$ cat src/design/wcec_pkg.sv
// Behaviour
// - Undervoltage enters power-fail, code 076, weight invalid
// - Command wrong for present mode gets 100
// - Value above parameter maximum gets 101
// - Value below parameter minimum gets 102
// - Illegal Modbus start address gets 103
// - Illegal Modbus register count gets 104
// - Illegal register data or panel value gets 105
// - Command while previous pending gets 106, comms only
// - Zero needs stable weight, else 110
// - With guard on, unstable tare/print gets 110
// - Unipolar tare at negative gross gets 111
// - Zero in net mode gets 112
package wcec_pkg;

    localparam int ADDR_W = 8;

    // Register byte offsets
    localparam logic [7:0] OFF_CTRL   = 8'h00;
    localparam logic [7:0] OFF_STATUS = 8'h04;
    localparam logic [7:0] OFF_RESULT = 8'h08;
    localparam logic [7:0] OFF_CMD    = 8'h0c;
    localparam logic [7:0] OFF_PARAM  = 8'h10;
    localparam logic [7:0] OFF_LIMIT  = 8'h14;
    localparam logic [7:0] OFF_MBADR  = 8'h18;
    localparam logic [7:0] OFF_MBDAT  = 8'h1c;
    localparam logic [7:0] OFF_PVAL   = 8'h20;

    // Control register fields
    localparam int          CTRL_W        = 11;
    localparam int          CTRL_GUARD    = 0;
    localparam int          CTRL_UNIPOLAR = 1;
    localparam int          CTRL_SETUP    = 2;
    localparam int          CTRL_SEL_LSB  = 8;
    localparam logic [10:0] CTRL_RST      = 11'h000;

    // Status register fields
    localparam int ST_PF     = 0;
    localparam int ST_VALID  = 1;
    localparam int ST_NET    = 2;
    localparam int ST_BUSY   = 3;
    localparam int ST_STABLE = 4;

    // Request word layouts
    localparam int CMD_SRC     = 8;
    localparam int VAL_W       = 16;
    localparam int PAR_IDX_LSB = 16;
    localparam int PAR_IDX_W   = 3;
    localparam int MB_CNT_LSB  = 16;
    localparam int MB_CNT_W    = 8;
    localparam int MBADR_W     = 24;
    localparam int MB_MAX_REGS = 1;

    // Error codes, decimal values in hex
    localparam logic [7:0] ERR_NONE     = 8'h00;
    localparam logic [7:0] ERR_PWR_FAIL = 8'h4c;
    localparam logic [7:0] ERR_STATE    = 8'h64;
    localparam logic [7:0] ERR_HIGH     = 8'h65;
    localparam logic [7:0] ERR_LOW      = 8'h66;
    localparam logic [7:0] ERR_START    = 8'h67;
    localparam logic [7:0] ERR_COUNT    = 8'h68;
    localparam logic [7:0] ERR_FAULTY   = 8'h69;
    localparam logic [7:0] ERR_PENDING  = 8'h6a;
    localparam logic [7:0] ERR_UNSTABLE = 8'h6e;
    localparam logic [7:0] ERR_NEG_TARE = 8'h6f;
    localparam logic [7:0] ERR_NET_MODE = 8'h70;

    typedef enum logic [2:0] {
        OP_NONE  = 3'h0,
        OP_ZERO  = 3'h1,
        OP_TARE  = 3'h2,
        OP_PRINT = 3'h3,
        OP_GROSS = 3'h4,
        OP_NET   = 3'h5
    } wcec_op_t;

    localparam logic [1:0] RESP_OKAY   = 2'b00;
    localparam logic [1:0] RESP_SLVERR = 2'b10;

    function automatic logic wcec_readable(input logic [ADDR_W-1:0] a);
        return (a == OFF_CTRL) || (a == OFF_STATUS) || (a == OFF_RESULT) ||
               (a == OFF_MBADR) || (a == OFF_PVAL) || (a == OFF_CMD) ||
               (a == OFF_PARAM) || (a == OFF_LIMIT) || (a == OFF_MBDAT);
    endfunction : wcec_readable

    function automatic logic wcec_writable(input logic [ADDR_W-1:0] a);
        return (a == OFF_CTRL) || (a == OFF_CMD) || (a == OFF_PARAM) ||
               (a == OFF_LIMIT) || (a == OFF_MBADR) || (a == OFF_MBDAT);
    endfunction : wcec_writable

endpackage : wcec_pkg

$ cat src/design/wcec_axil.sv
module wcec_axil (
    // Clock and reset
    input  wire logic                       aclk,
    input  wire logic                       aresetn,
    // AXI4-Lite write
    input  wire logic [wcec_pkg::ADDR_W-1:0] awaddr,
    input  wire logic                       awvalid,
    output logic                            awready,
    input  wire logic [31:0]                wdata,
    input  wire logic [3:0]                 wstrb,
    input  wire logic                       wvalid,
    output logic                            wready,
    output logic [1:0]                      bresp,
    output logic                            bvalid,
    input  wire logic                       bready,
    // AXI4-Lite read
    input  wire logic [wcec_pkg::ADDR_W-1:0] araddr,
    input  wire logic                       arvalid,
    output logic                            arready,
    output logic [31:0]                     rdata,
    output logic [1:0]                      rresp,
    output logic                            rvalid,
    input  wire logic                       rready,
    // Register side
    output logic                            wr_en,
    output logic [wcec_pkg::ADDR_W-1:0]     wr_addr,
    output logic [31:0]                     wr_data,
    output logic [3:0]                      wr_strb,
    input  wire logic [31:0]                rd_data
);
    import wcec_pkg::*;

    typedef struct packed {
        logic              aw_full;
        logic              w_full;
        logic              awready;
        logic              wready;
        logic              bvalid;
        logic [1:0]        bresp;
        logic              arready;
        logic              rvalid;
        logic [31:0]       rdata;
        logic [1:0]        rresp;
        logic              wr_en;
        logic [ADDR_W-1:0] wr_addr;
        logic [31:0]       wr_data;
        logic [3:0]        wr_strb;
    } wcec_axil_t;

    wcec_axil_t st_reg;
    wcec_axil_t st_next;

    always_comb begin
        st_next       = st_reg;
        st_next.wr_en = 1'b0;
        // Address and data are taken in either order
        if (awvalid && st_reg.awready) begin
            st_next.aw_full = 1'b1;
            st_next.wr_addr = awaddr;
        end
        if (wvalid && st_reg.wready) begin
            st_next.w_full  = 1'b1;
            st_next.wr_data = wdata;
            st_next.wr_strb = wstrb;
        end
        if (st_reg.bvalid && bready) begin
            st_next.bvalid = 1'b0;
        end
        if (st_reg.aw_full && st_reg.w_full && !st_reg.bvalid) begin
            st_next.aw_full = 1'b0;
            st_next.w_full  = 1'b0;
            st_next.wr_en   = wcec_writable(st_reg.wr_addr);
            st_next.bvalid  = 1'b1;
            st_next.bresp   = wcec_writable(st_reg.wr_addr) ? RESP_OKAY : RESP_SLVERR;
        end
        // Ready stays low until the response drains, so one write at a time
        st_next.awready = !st_next.aw_full && !st_next.bvalid && !st_next.wr_en;
        st_next.wready  = !st_next.w_full && !st_next.bvalid && !st_next.wr_en;
        if (st_reg.rvalid && rready) begin
            st_next.rvalid = 1'b0;
        end
        if (arvalid && st_reg.arready) begin
            st_next.rvalid = 1'b1;
            st_next.rdata  = wcec_readable(araddr) ? rd_data : 32'h0000_0000;
            st_next.rresp  = wcec_readable(araddr) ? RESP_OKAY : RESP_SLVERR;
        end
        st_next.arready = !st_next.rvalid && !(arvalid && st_reg.arready);
        if (!aresetn) begin
            st_next = '0;
        end
    end

    always_ff @(posedge aclk) begin
        st_reg <= st_next;
    end

    assign awready = st_reg.awready;
    assign wready  = st_reg.wready;
    assign bvalid  = st_reg.bvalid;
    assign bresp   = st_reg.bresp;
    assign arready = st_reg.arready;
    assign rvalid  = st_reg.rvalid;
    assign rdata   = st_reg.rdata;
    assign rresp   = st_reg.rresp;
    assign wr_en   = st_reg.wr_en;
    assign wr_addr = st_reg.wr_addr;
    assign wr_data = st_reg.wr_data;
    assign wr_strb = st_reg.wr_strb;

endmodule : wcec_axil

$ cat src/design/wcec_judge.sv
module wcec_judge (
    // Command request
    input  wire logic                  req_cmd,
    input  wire wcec_pkg::wcec_op_t    op,
    input  wire logic                  from_comm,
    // Instrument state
    input  wire logic                  pwr_fail,
    input  wire logic                  setup_mode,
    input  wire logic                  busy,
    input  wire logic                  net_mode,
    input  wire logic                  stable,
    input  wire logic                  guard,
    input  wire logic                  unipolar,
    input  wire logic                  gross_neg,
    // Verdict
    output logic [7:0]                 code
);
    import wcec_pkg::*;

    always_comb begin
        code = ERR_NONE;
        if (req_cmd) begin
            if (pwr_fail || setup_mode || op == OP_NONE || op > OP_NET) begin
                code = ERR_STATE;
            end else if (busy) begin
                // The panel never sees the pending code
                code = from_comm ? ERR_PENDING : ERR_STATE;
            end else begin
                case (op)
                    OP_ZERO: begin
                        if (net_mode) begin
                            code = ERR_NET_MODE;
                        end else if (!stable) begin
                            code = ERR_UNSTABLE;
                        end
                    end
                    OP_TARE: begin
                        if (guard && !stable) begin
                            code = ERR_UNSTABLE;
                        end else if (unipolar && gross_neg) begin
                            code = ERR_NEG_TARE;
                        end
                    end
                    OP_PRINT: begin
                        if (guard && !stable) begin
                            code = ERR_UNSTABLE;
                        end
                    end
                    default: begin
                        code = ERR_NONE;
                    end
                endcase
            end
        end
    end

endmodule : wcec_judge

$ cat src/design/wcec_top.sv
module wcec_top #(
    parameter int          NPARAM  = 8,
    parameter logic [15:0] MB_BASE = 16'h0100
) (
    // Clock and reset
    input  wire logic                       aclk,
    input  wire logic                       aresetn,
    // AXI4-Lite write
    input  wire logic [wcec_pkg::ADDR_W-1:0] awaddr,
    input  wire logic                       awvalid,
    output logic                            awready,
    input  wire logic [31:0]                wdata,
    input  wire logic [3:0]                 wstrb,
    input  wire logic                       wvalid,
    output logic                            wready,
    output logic [1:0]                      bresp,
    output logic                            bvalid,
    input  wire logic                       bready,
    // AXI4-Lite read
    input  wire logic [wcec_pkg::ADDR_W-1:0] araddr,
    input  wire logic                       arvalid,
    output logic                            arready,
    output logic [31:0]                     rdata,
    output logic [1:0]                      rresp,
    output logic                            rvalid,
    input  wire logic                       rready,
    // Weighing front end
    input  wire logic                       undervolt,
    input  wire logic                       weight_stable,
    input  wire logic                       gross_neg,
    input  wire logic                       cmd_done,
    // Instrument status
    output logic                            pwr_fail,
    output logic                            weight_valid,
    output logic                            net_mode,
    output logic                            busy,
    output logic [7:0]                      err_code,
    output logic                            err_pulse,
    // Accepted command to the weighing engine
    output logic                            cmd_go,
    output wcec_pkg::wcec_op_t              cmd_op,
    // Accepted parameter update
    output logic                            param_upd,
    output logic [wcec_pkg::PAR_IDX_W-1:0]  param_idx,
    output logic [15:0]                     param_val
);
    import wcec_pkg::*;

    localparam logic [16:0] MB_END = 17'(MB_BASE) + 17'(NPARAM);

    typedef struct packed {
        logic [CTRL_W-1:0]                ctrl;
        logic [MBADR_W-1:0]               mbadr;
        logic                             pf;
        logic                             wv;
        logic                             net;
        logic                             busy;
        logic [7:0]                       code;
        logic                             err;
        logic                             go;
        wcec_op_t                         op;
        logic                             upd;
        logic [PAR_IDX_W-1:0]             pidx;
        logic [VAL_W-1:0]                 pval_o;
        logic [NPARAM-1:0][VAL_W-1:0]     pv;
        logic [NPARAM-1:0][VAL_W-1:0]     pmin;
        logic [NPARAM-1:0][VAL_W-1:0]     pmax;
    } wcec_state_t;

    wcec_state_t st_reg;
    wcec_state_t st_next;

    logic                  wr_en;
    logic [ADDR_W-1:0]     wr_addr;
    logic [31:0]           wr_data;
    logic [3:0]            wr_strb;
    logic [31:0]           rd_data;
    logic [7:0]            cmd_code;
    logic                  req_cmd;
    logic                  req_par;
    logic                  req_mb;
    logic                  req_val;
    logic [VAL_W-1:0]      val;
    logic [16:0]           mb_start;
    logic [16:0]           mb_cnt;
    logic [PAR_IDX_W-1:0]  idx;
    logic [PAR_IDX_W-1:0]  sel;
    logic                  idx_ok;
    logic [7:0]            val_code;
    logic [7:0]            code;

    function automatic logic [31:0] merge(input logic [31:0] old_v,
                                          input logic [31:0] new_v,
                                          input logic [3:0]  strb);
        logic [31:0] m;
        m = {{8{strb[3]}}, {8{strb[2]}}, {8{strb[1]}}, {8{strb[0]}}};
        return (old_v & ~m) | (new_v & m);
    endfunction : merge

    wcec_axil u_axil (
        .aclk    (aclk),
        .aresetn (aresetn),
        .awaddr  (awaddr),
        .awvalid (awvalid),
        .awready (awready),
        .wdata   (wdata),
        .wstrb   (wstrb),
        .wvalid  (wvalid),
        .wready  (wready),
        .bresp   (bresp),
        .bvalid  (bvalid),
        .bready  (bready),
        .araddr  (araddr),
        .arvalid (arvalid),
        .arready (arready),
        .rdata   (rdata),
        .rresp   (rresp),
        .rvalid  (rvalid),
        .rready  (rready),
        .wr_en   (wr_en),
        .wr_addr (wr_addr),
        .wr_data (wr_data),
        .wr_strb (wr_strb),
        .rd_data (rd_data)
    );

    assign req_cmd = wr_en && (wr_addr == OFF_CMD);
    assign req_par = wr_en && (wr_addr == OFF_PARAM);
    assign req_mb  = wr_en && (wr_addr == OFF_MBDAT);
    assign req_val = req_par || req_mb;

    wcec_judge u_judge (
        .req_cmd    (req_cmd),
        .op         (wcec_op_t'(wr_data[2:0])),
        .from_comm  (wr_data[CMD_SRC]),
        .pwr_fail   (st_reg.pf),
        .setup_mode (st_reg.ctrl[CTRL_SETUP]),
        .busy       (st_reg.busy),
        .net_mode   (st_reg.net),
        .stable     (weight_stable),
        .guard      (st_reg.ctrl[CTRL_GUARD]),
        .unipolar   (st_reg.ctrl[CTRL_UNIPOLAR]),
        .gross_neg  (gross_neg),
        .code       (cmd_code)
    );

    // Value checks for panel entries and Modbus register writes
    always_comb begin
        val      = wr_data[VAL_W-1:0];
        mb_start = {1'b0, st_reg.mbadr[15:0]};
        mb_cnt   = {9'h000, st_reg.mbadr[MB_CNT_LSB +: MB_CNT_W]};
        sel      = st_reg.ctrl[CTRL_SEL_LSB +: PAR_IDX_W];
        if (req_mb) begin
            idx = PAR_IDX_W'(mb_start - 17'(MB_BASE));
        end else begin
            idx = wr_data[PAR_IDX_LSB +: PAR_IDX_W];
        end
        idx_ok   = 32'(idx) < NPARAM;
        val_code = ERR_NONE;
        if (req_val) begin
            if (st_reg.pf) begin
                val_code = ERR_STATE;
            end else if (req_mb && (mb_start < 17'(MB_BASE) || mb_start >= MB_END)) begin
                val_code = ERR_START;
            end else if (req_mb && (mb_cnt == 17'h00000 || mb_cnt > 17'(MB_MAX_REGS)
                                    || mb_start + mb_cnt > MB_END)) begin
                val_code = ERR_COUNT;
            end else if (req_mb && wr_data[31:VAL_W] != 16'h0000) begin
                // Modbus registers are 16 bits; anything above is illegal data
                val_code = ERR_FAULTY;
            end else if (req_par && (wr_data[31:PAR_IDX_LSB+PAR_IDX_W] != 13'h0000
                                     || !idx_ok)) begin
                val_code = ERR_FAULTY;
            end else if (val > st_reg.pmax[idx]) begin
                val_code = ERR_HIGH;
            end else if (val < st_reg.pmin[idx]) begin
                val_code = ERR_LOW;
            end
        end
        code = req_cmd ? cmd_code : val_code;
    end

    // Read mux
    always_comb begin
        rd_data = 32'h0000_0000;
        case (araddr)
            OFF_CTRL: begin
                rd_data[CTRL_W-1:0] = st_reg.ctrl;
            end
            OFF_STATUS: begin
                rd_data[ST_PF]     = st_reg.pf;
                rd_data[ST_VALID]  = !st_reg.pf;
                rd_data[ST_NET]    = st_reg.net;
                rd_data[ST_BUSY]   = st_reg.busy;
                rd_data[ST_STABLE] = weight_stable;
            end
            OFF_RESULT: begin
                rd_data[7:0] = st_reg.code;
            end
            OFF_MBADR: begin
                rd_data[MBADR_W-1:0] = st_reg.mbadr;
            end
            OFF_PVAL: begin
                rd_data = {st_reg.pmax[sel], st_reg.pv[sel]};
            end
            default: begin
                rd_data = 32'h0000_0000;
            end
        endcase
    end

    always_comb begin
        st_next     = st_reg;
        st_next.go  = 1'b0;
        st_next.upd = 1'b0;
        st_next.err = 1'b0;
        // Held for the whole undervoltage; weight flagged invalid meanwhile
        st_next.pf  = undervolt;
        st_next.wv  = !undervolt;
        if (cmd_done) begin
            st_next.busy = 1'b0;
        end
        if (wr_en && wr_addr == OFF_CTRL) begin
            st_next.ctrl = CTRL_W'(merge(32'(st_reg.ctrl), wr_data, wr_strb));
        end
        if (wr_en && wr_addr == OFF_MBADR) begin
            st_next.mbadr = MBADR_W'(merge(32'(st_reg.mbadr), wr_data, wr_strb));
        end
        if (wr_en && wr_addr == OFF_LIMIT) begin
            st_next.pmin[sel] = wr_data[15:0];
            st_next.pmax[sel] = wr_data[31:16];
        end
        if (req_cmd || req_val) begin
            st_next.code = code;
            st_next.err  = code != ERR_NONE;
        end
        // Only a clean verdict touches net mode, sets busy or writes parameter values; cmd_done clears busy
        if (req_cmd && code == ERR_NONE) begin
            st_next.go   = 1'b1;
            st_next.op   = wcec_op_t'(wr_data[2:0]);
            st_next.busy = 1'b1;
            if (wr_data[2:0] == OP_NET) begin
                st_next.net = 1'b1;
            end else if (wr_data[2:0] == OP_GROSS) begin
                st_next.net = 1'b0;
            end
        end
        if (req_val && code == ERR_NONE) begin
            st_next.pv[idx] = val;
            st_next.upd     = 1'b1;
            st_next.pidx    = idx;
            st_next.pval_o  = val;
        end
        if (undervolt) begin
            st_next.code = ERR_PWR_FAIL;
        end else if (st_reg.pf && !(req_cmd || req_val)) begin
            st_next.code = ERR_NONE;
        end
        if (!aresetn) begin
            st_next      = '0;
            st_next.ctrl = CTRL_RST;
            st_next.wv   = 1'b1;
            for (int i = 0; i < NPARAM; i++) begin
                st_next.pmax[i] = 16'hffff;
            end
        end
    end

    always_ff @(posedge aclk) begin
        st_reg <= st_next;
    end

    assign pwr_fail     = st_reg.pf;
    assign weight_valid = st_reg.wv;
    assign net_mode     = st_reg.net;
    assign busy         = st_reg.busy;
    assign err_code     = st_reg.code;
    assign err_pulse    = st_reg.err;
    assign cmd_go       = st_reg.go;
    assign cmd_op       = st_reg.op;
    assign param_upd    = st_reg.upd;
    assign param_idx    = st_reg.pidx;
    assign param_val    = st_reg.pval_o;

endmodule : wcec_top

$ cat config.mk
export PLATFORM = sky130hd
export DESIGN_NAME = wcec_top
export DESIGN_NICKNAME = d
export VERILOG_FILES = /design/src/design/wcec_pkg.sv /design/src/design/wcec_axil.sv /design/src/design/wcec_judge.sv /design/src/design/wcec_top.sv
export SDC_FILE = /design/constraint.sdc
export NUM_CORES = 1
export LEC_CHECK = 0
export BUFFER_PORTS_ARGS = -buffer_cell sky130_fd_sc_hd__buf_2
export CAP_MARGIN = 20
export CORE_UTILIZATION = 40
export CTS_BUF_LIST = sky130_fd_sc_hd__clkbuf_2 sky130_fd_sc_hd__clkbuf_4 sky130_fd_sc_hd__clkbuf_8
export CTS_CLUSTER_SIZE = 20
export DETAILED_ROUTE_END_ITERATION = 10
export PLACE_DENSITY = 0.58
export SETUP_SLACK_MARGIN = 0.15
export SLEW_MARGIN = 20
export SYNTH_ARGS = -nofsm -noshare
export SYNTH_HDL_FRONTEND = slang
export SYNTH_SLANG_ARGS = --single-unit
$ cat constraint.sdc
create_clock -name aclk -period 3.84 [get_ports aclk]
set_input_delay 0.384 -clock aclk [delete_from_list [all_inputs] [get_ports aclk]]
set_output_delay 0.384 -clock aclk [all_outputs]
set_load 0.02 [all_outputs]
[Yosys cells after proc, flatten, opt, wreduce, memory -nomap -nowiden]
Index checks and enable logic that the tools add are counted.
Word-level totals
  flip-flop bits (word level): 543
  input bits: 63
  output and inout bits: 78
Cells by class
  $add $sub $neg: 2
  $lt $le $gt $ge: 11
  equality and inequality tests: 18
  mux-type cells: 59
  bitwise gates (word level): 7
  reduce and logical (&&, ||, !) cells: 75
Operators with widths (count)
  $bwmux W128: 3
  $bmux W16 S3: 4
  $mux W148: 1
  $mux W7: 14
  $demux W16 S3: 2
  $mux W16: 6
  $eq A8 B5 Y1 const B: 8
  $and A24 B24 Y24: 2
  $mux W8: 6
  $mux W35: 1
  $logic_not A8 Y1: 4
  $mux W32: 1
  $logic_and A1 B1 Y1: 29
  $pmux W13 S2: 1
  $pmux W5 S5: 1
  $eq A8 B4 Y1 const B: 3
  $not A24 Y24: 1
  $or A24 B24 Y24: 1
  $pmux W8 S3: 1
  $logic_or A1 B1 Y1: 21
  $add A16 B8 Y17: 1
  $gt A17 B9 Y1 const B: 1
  $ge A16 B9 Y1 const B: 1
  $gt A16 B16 Y1: 1
  30 further kinds: 58

[Longest topological paths before layout]
  depth after elaboration: 19
  depth in mapped cells: 21
  depth with buffers taken out: 15

[Modules after synthesis]
From an unflattened synthesis, not the netlist that was laid out.
Second synthesis, totals
  cell total of the unflattened synthesis: 3256
  area total of the unflattened synthesis: 25921.1 um2
By module, submodules not included
  wcec_top: instances 1, cells an instance 2846, area each 22157.5 um2
  wcec_axil: instances 1, cells an instance 385, area each 3585.9 um2
  wcec_judge: instances 1, cells an instance 25, area each 177.7 um2

[Worst setup path after synthesis]
Ideal clock, no wire load.
  kind: register to register
  from: register u_axil.st_reg (netlist bit u_axil.wr_addr[7])
  to: register st_reg (netlist bit param_val[10])
  data arrival time: 3.931 ns
  required time: 3.767 ns
  slack: -0.164 ns
  cell stages (with the launch flop): 20
  path buffers: 5
  clock period less this slack: 4.004 ns
  cells stage by stage: dfxtp_1 -> nor4_4 -> nand3_4 -> mux2_4 -> buf_6 -> clkbuf_1 -> clkbuf_1 -> nand2_1 -> nand3_1 -> nand4_1 -> ha_1 -> a2111oi_0 -> nand3_1 -> a221o_1 -> nand2_2 -> a21oi_4 -> nand3_1 -> buf_2 -> buf_6 -> mux2i_1
On the way
  word-level cells in the longest chain between the ends: 17
  elaborated cells on any way between the ends: 29
RTL lines
  start: declaration: RTL line wcec_axil.sv:50  | wcec_axil_t st_reg;
  start signal: assignment: RTL line wcec_axil.sv:94  | st_reg <= st_next;
  $eq A8 B5 Y1: RTL line wcec_top.sv:129  | assign req_mb = wr_en && (wr_addr == OFF_MBDAT);
  $logic_and A1 B1 Y1: RTL line wcec_top.sv:129
  $mux W3: RTL line wcec_top.sv:153  | if (req_mb) begin
  $bmux W16 S3: RTL line wcec_top.sv:176  | end else if (val < st_reg.pmin[idx]) begin
  $mux W16 (not written as such): RTL line wcec_top.sv:176
  $lt A16 B16 Y1: RTL line wcec_top.sv:176
  $mux W7: RTL line wcec_top.sv:176
  $mux W7: RTL line wcec_top.sv:174  | end else if (val > st_reg.pmax[idx]) begin
  $mux W7: RTL line wcec_top.sv:171  | end else if (req_par && (wr_data[31:PAR_IDX_LSB+PAR_IDX_W] != 13'h0000
  $mux W7: RTL line wcec_top.sv:168  | end else if (req_mb && wr_data[31:VAL_W] != 16'h0000) begin
  $mux W7: RTL line wcec_top.sv:165  | end else if (req_mb && (mb_cnt == 17'h00000 || mb_cnt > 17'(MB_MAX_REGS)
  $mux W7: RTL line wcec_top.sv:163  | end else if (req_mb && (mb_start < 17'(MB_BASE) || mb_start >= MB_END)) begin
  $mux W7: RTL line wcec_top.sv:161  | if (st_reg.pf) begin
  $mux W7: RTL line wcec_top.sv:160  | if (req_val) begin
  $mux W8: RTL line wcec_top.sv:180  | code = req_cmd ? cmd_code : val_code;
  $logic_not A8 Y1: RTL line wcec_top.sv:248  | if (req_val && code == ERR_NONE) begin
  $logic_and A1 B1 Y1 (*): RTL line wcec_top.sv:248
  end signal: assignment: RTL line wcec_top.sv:270  | st_reg <= st_next;
  end: declaration: RTL line wcec_top.sv:70  | wcec_state_t st_reg;
Every way passes the cells marked *; elsewhere a longest branch is shown, timed or not. The select of a mux whose other input is x is not followed.
A chain may end at the register's enable or synchronous reset.

[Final worst setup path]
  from: register u_axil.st_reg (netlist bit u_axil.wr_addr[7])
  to: register st_reg[302] in the netlist's numbering
On the way
  word-level cells in the longest chain between the ends: 17
  elaborated cells on any way between the ends: 35
RTL lines (RTL line)
  $eq A8 B5 Y1: wcec_top.sv:129
  $logic_and A1 B1 Y1: wcec_top.sv:129
  $mux W3: wcec_top.sv:153
  $bmux W16 S3: wcec_top.sv:176
  $mux W16 (not written as such): wcec_top.sv:176
  $lt A16 B16 Y1: wcec_top.sv:176
  $mux W7: wcec_top.sv:176
  $mux W7: wcec_top.sv:174
  $mux W7: wcec_top.sv:171
  $mux W7: wcec_top.sv:168
  $mux W7: wcec_top.sv:165
  $mux W7: wcec_top.sv:163
  $mux W7: wcec_top.sv:161
  $mux W7: wcec_top.sv:160
  $mux W8: wcec_top.sv:180
  $logic_not A8 Y1: wcec_top.sv:248
  $logic_and A1 B1 Y1: wcec_top.sv:248
Several ways; a longest one is shown, not always the timed one. The select of a mux whose other input is x is not followed.

==> impl_metrics.yaml <==
routing:
  vias: 24100
  drc: 0
  drt_first_iter_violations: 2538
  routed_via_density: 5.65
  ant_nets: 0
  first_pass_iters: 8
  wl_per_cell_um: 21.2
  wirelength_um: 90600
clock_tree:
  h-tree-depth: 3
  cts_sinks: 540
  clock-root-buffer: "clkbuf_8"
  path_clk_slew_ns: 0.06
  numCtsBuffers: 92
  insertion_delay_ns: 0.71
  cts_tree: "yes"
  cts_buffer_depth: 3
global_routing:
  first_global_vias: 22800
  antenna_found_initial: 2
  grt_pass1_wl_um: 134000
  grt.total_usage_pct: 27.0
  grt_max_degree: 150
  overflow: 0
floorplanning:
  die_w_um: 255
  dieArea_um2: 65000
  io_pins: 141
  row_count: 92
  coreArea_um2: 63100
  initial_core_util_pct: 40.6
  die_h_um: 255
hold_path:
  whs_path_depth: 3
  min_path_type: "input port to flop"
worst_setup_path:
  rr_worst_depth: 23
  criticalPathCategory: "flop to flop"
  cp_cell_sequence: "nor4_4 -> nand3_4 -> buf_6 -> mux2_4 -> buf_12 -> buf_8 -> buf_12 -> buf_8 -> nand2_2 -> nand3_1 -> nand4_1 -> ha_4 -> a21o_1 -> a21oi_1 -> nor2_1 -> a211oi_2 -> o211a_1 -> buf_12 -> a21oi_4 -> buf_12 -> nand3_4 -> clkbuf_16 -> mux2i_1"
  crit_top_cell: "buf_12"
  cp.required_ns: 4.41
  worstSetupEndpointType: "flop"
  critPathMaxFanout: 8
  start_kind: "flop"
  critPathMaxStageDelay_ns: 0.40
  worstPathArrival_ns: 4.80
  slowest_stage: "nor4_4"
synthesis:
  synth_cell_types: 74
  ys.warnings.count: 0
  ys_ff_latch: 540
  seq_area_frac_synth_pct: 42.3
  synthesis.area_um2: 25600
  synth_edf_count: 0
  syn_inst: 3165
  synth_flop_cell: "dfxtp_1"
  synth_area_per_cell_um2: 8.08
  synthArstFlopShare_pct: 0
timing:
  maxSlewHeadroom_pct: 25.8
  rsz0062_at_grt: "true"
  hold_violations: 0
  worstMarginPinSlew_ns: 1.11
  worst_slack_ns: -0.390
  clock-skew-final_ns: 0.0312
  timing.fmax_ghz: 0.236
  report.final.setup_viol: 153
  post-route-period-util_pct: 110
  final_max_slew_viol_count: 0
  min_period_ns: 4.23
  hold_ws_ns: 0.128
status:
  status: "complete, but fails checks"
  violations: "setup timing"
final_layout:
  seq_area_um2: 10800
  fin_cells: 4272
  fin_nets: 3460
  fillers: 6004
  area_growth_pct: 23.3
  largest_reg_flops: 384
  drive_gt1_share_pct: 21.4
  multi_input_area_um2: 13600
power:
  leakage_nw: 13.4
  power.density_nw_per_um2: 396
  ir_drop_mv: 0.263
place:
  dp_hpwl_um: 57100
  dpl.cell_count: 3999
  port_buffers: 136
  routabilityCongestion: 0.895
job:
  maxCapViolCount: 0
[final cells by class]
cell class              count  share of cell area, %
inverters                  15                  0.202
flip-flops and latches    540                   34.3
multi-input cells        2290                   43.3
repair buffers            418                   12.5
clock buffers             139                   5.61
clock inverters            22                  0.797
diodes                      2                 0.0159
well taps                 846                   3.36
[critical path: cells and delay by family, from the launching register on]
kind            cells  cell delay (ns)
buf+inv             8             1.25
simple gates        7             1.19
compound gates      5             0.65
mux                 2             0.47
flops               1             0.33
fa+ha+maj           1             0.15
[report_power, final]
part           leakage, nW  internal (W)  switching [W]
Clock                 1.06       0.00327        0.00246
Combinational         7.95      0.000448       0.000612
Sequential            4.36       0.00564      0.0000704
Total                 13.4       0.00936        0.00314
[kinds of logic (layout without fill, tap and decap cells)]
group | count (synthesis) | after routing | synth area share [%]
AOI/OAI and AO/OA | 368 | 368 | 8.30
DFF | 540 | 540 | 42.3
other | 1 | 5 | 0.0147
xor gates and xnor gates | 5 | 5 | 0.171
buffers and inverters | 337 | 594 | 6.30
muxes | 272 | 272 | 14.1
adders and majority gates | 40 | 40 | 1.99
and+or+nand+nor | 1602 | 1602 | 26.9
[metal layers]
metal | vias to the layer above | global-route usage, % | wire, µm
met2 | 1124 | 42.1 | 40300
li1 | 11100 | - | -
met4 | 2 | 10.3 | 3030
met1 | 11700 | 36.9 | 39100
met3 | 201 | 5.05 | 8090
met5 | - | 0 | 13
[through the flow]
stage          total power [W]  instance area [µm²]  TNS [ns]  worst slack (ns)  util, %
4_1_cts                 0.0124                30600    -35.15            -0.300     48.6
5_1_grt                 0.0129                31500    -67.58            -0.517     50.0
2_1_floorplan          0.00628                25800         0             0.115        -
3_5_place_dp           0.00664                27700    -54.32            -0.432     43.9
6_report                0.0125                31500    -48.85            -0.390     50.0
3_3_place_gp           0.00663                27700    -39.31            -0.310     43.9
[path summary, 6_finish.rpt]
kind                                  startpoint                        to  slack, ns
hold reg to reg         st_reg[155]$_SDFFE_PN0P_  st_reg[155]$_SDFFE_PN0P_       0.45
hold / removal                            wvalid  u_axil.wready$_SDFF_PN0_       0.13
setup / recovery  u_axil.wr_addr[7]$_SDFFE_PN0P_  st_reg[302]$_SDFFE_PN0P_      -0.39
setup reg to reg  u_axil.wr_addr[7]$_SDFFE_PN0P_  st_reg[302]$_SDFFE_PN0P_      -0.39
[layout by cell type (no fill, tap or decap), types with 7 or more instances in the layout]
master            n
a21oi_1         245
a222oi_1          8
a31oi_1          19
and2_1            7
and3_1            7
buf_12           51
buf_2           135
buf_4           145
buf_6            19
clkbuf_16        11
clkbuf_4         23
clkbuf_8        117
clkinv_2         12
dfxtp_1         535
dlygate4sd3_1    47
ha_1             33
inv_1            13
mux2_2           35
mux2i_1         167
mux4_2           66
nand2_1        1066
nand2_2          14
nand2b_1         12
nand3_1         275
nand3_2          18
nand3_4          11
nand3b_1          9
nand4_1          39
nor2_1           71
nor3_1           27
o211ai_1          9
o21ai_0          17
[synthesized netlist by cell type, drive strengths merged, types with 6 or more instances]
cell type	n	share of area, %
a211oi	9	0.26
a21oi	251	5.0
a222oi	8	0.31
a31oi	19	0.46
and2	7	0.17
and3	10	0.24
buf	100	2.8
clkbuf	222	3.3
dfxtp	540	42
ha	39	1.9
inv	13	0.19
mux2	36	1.6
mux2i	170	6.7
mux4	66	5.8
nand2	1084	16
nand2b	12	0.29
nand3	304	6.4
nand3b	9	0.26
nand4	39	0.95
nor2	73	1.1
nor2b	6	0.15
nor3	30	0.59
nor4	10	0.30
o211ai	9	0.26
o21ai	23	0.45
o22ai	6	0.15
[what timing repair did]
action                     in CTS  in global routing
gates cloned                    3                 12
buffers inserted               19                 29
pin swaps                      13                 37
resized for setup              40                 83
setup endpoints to repair     154                154
hold buffers                   47                  0
hold endpoints to repair       48                  0
Note: power is estimated with default switching activity, not from simulation.
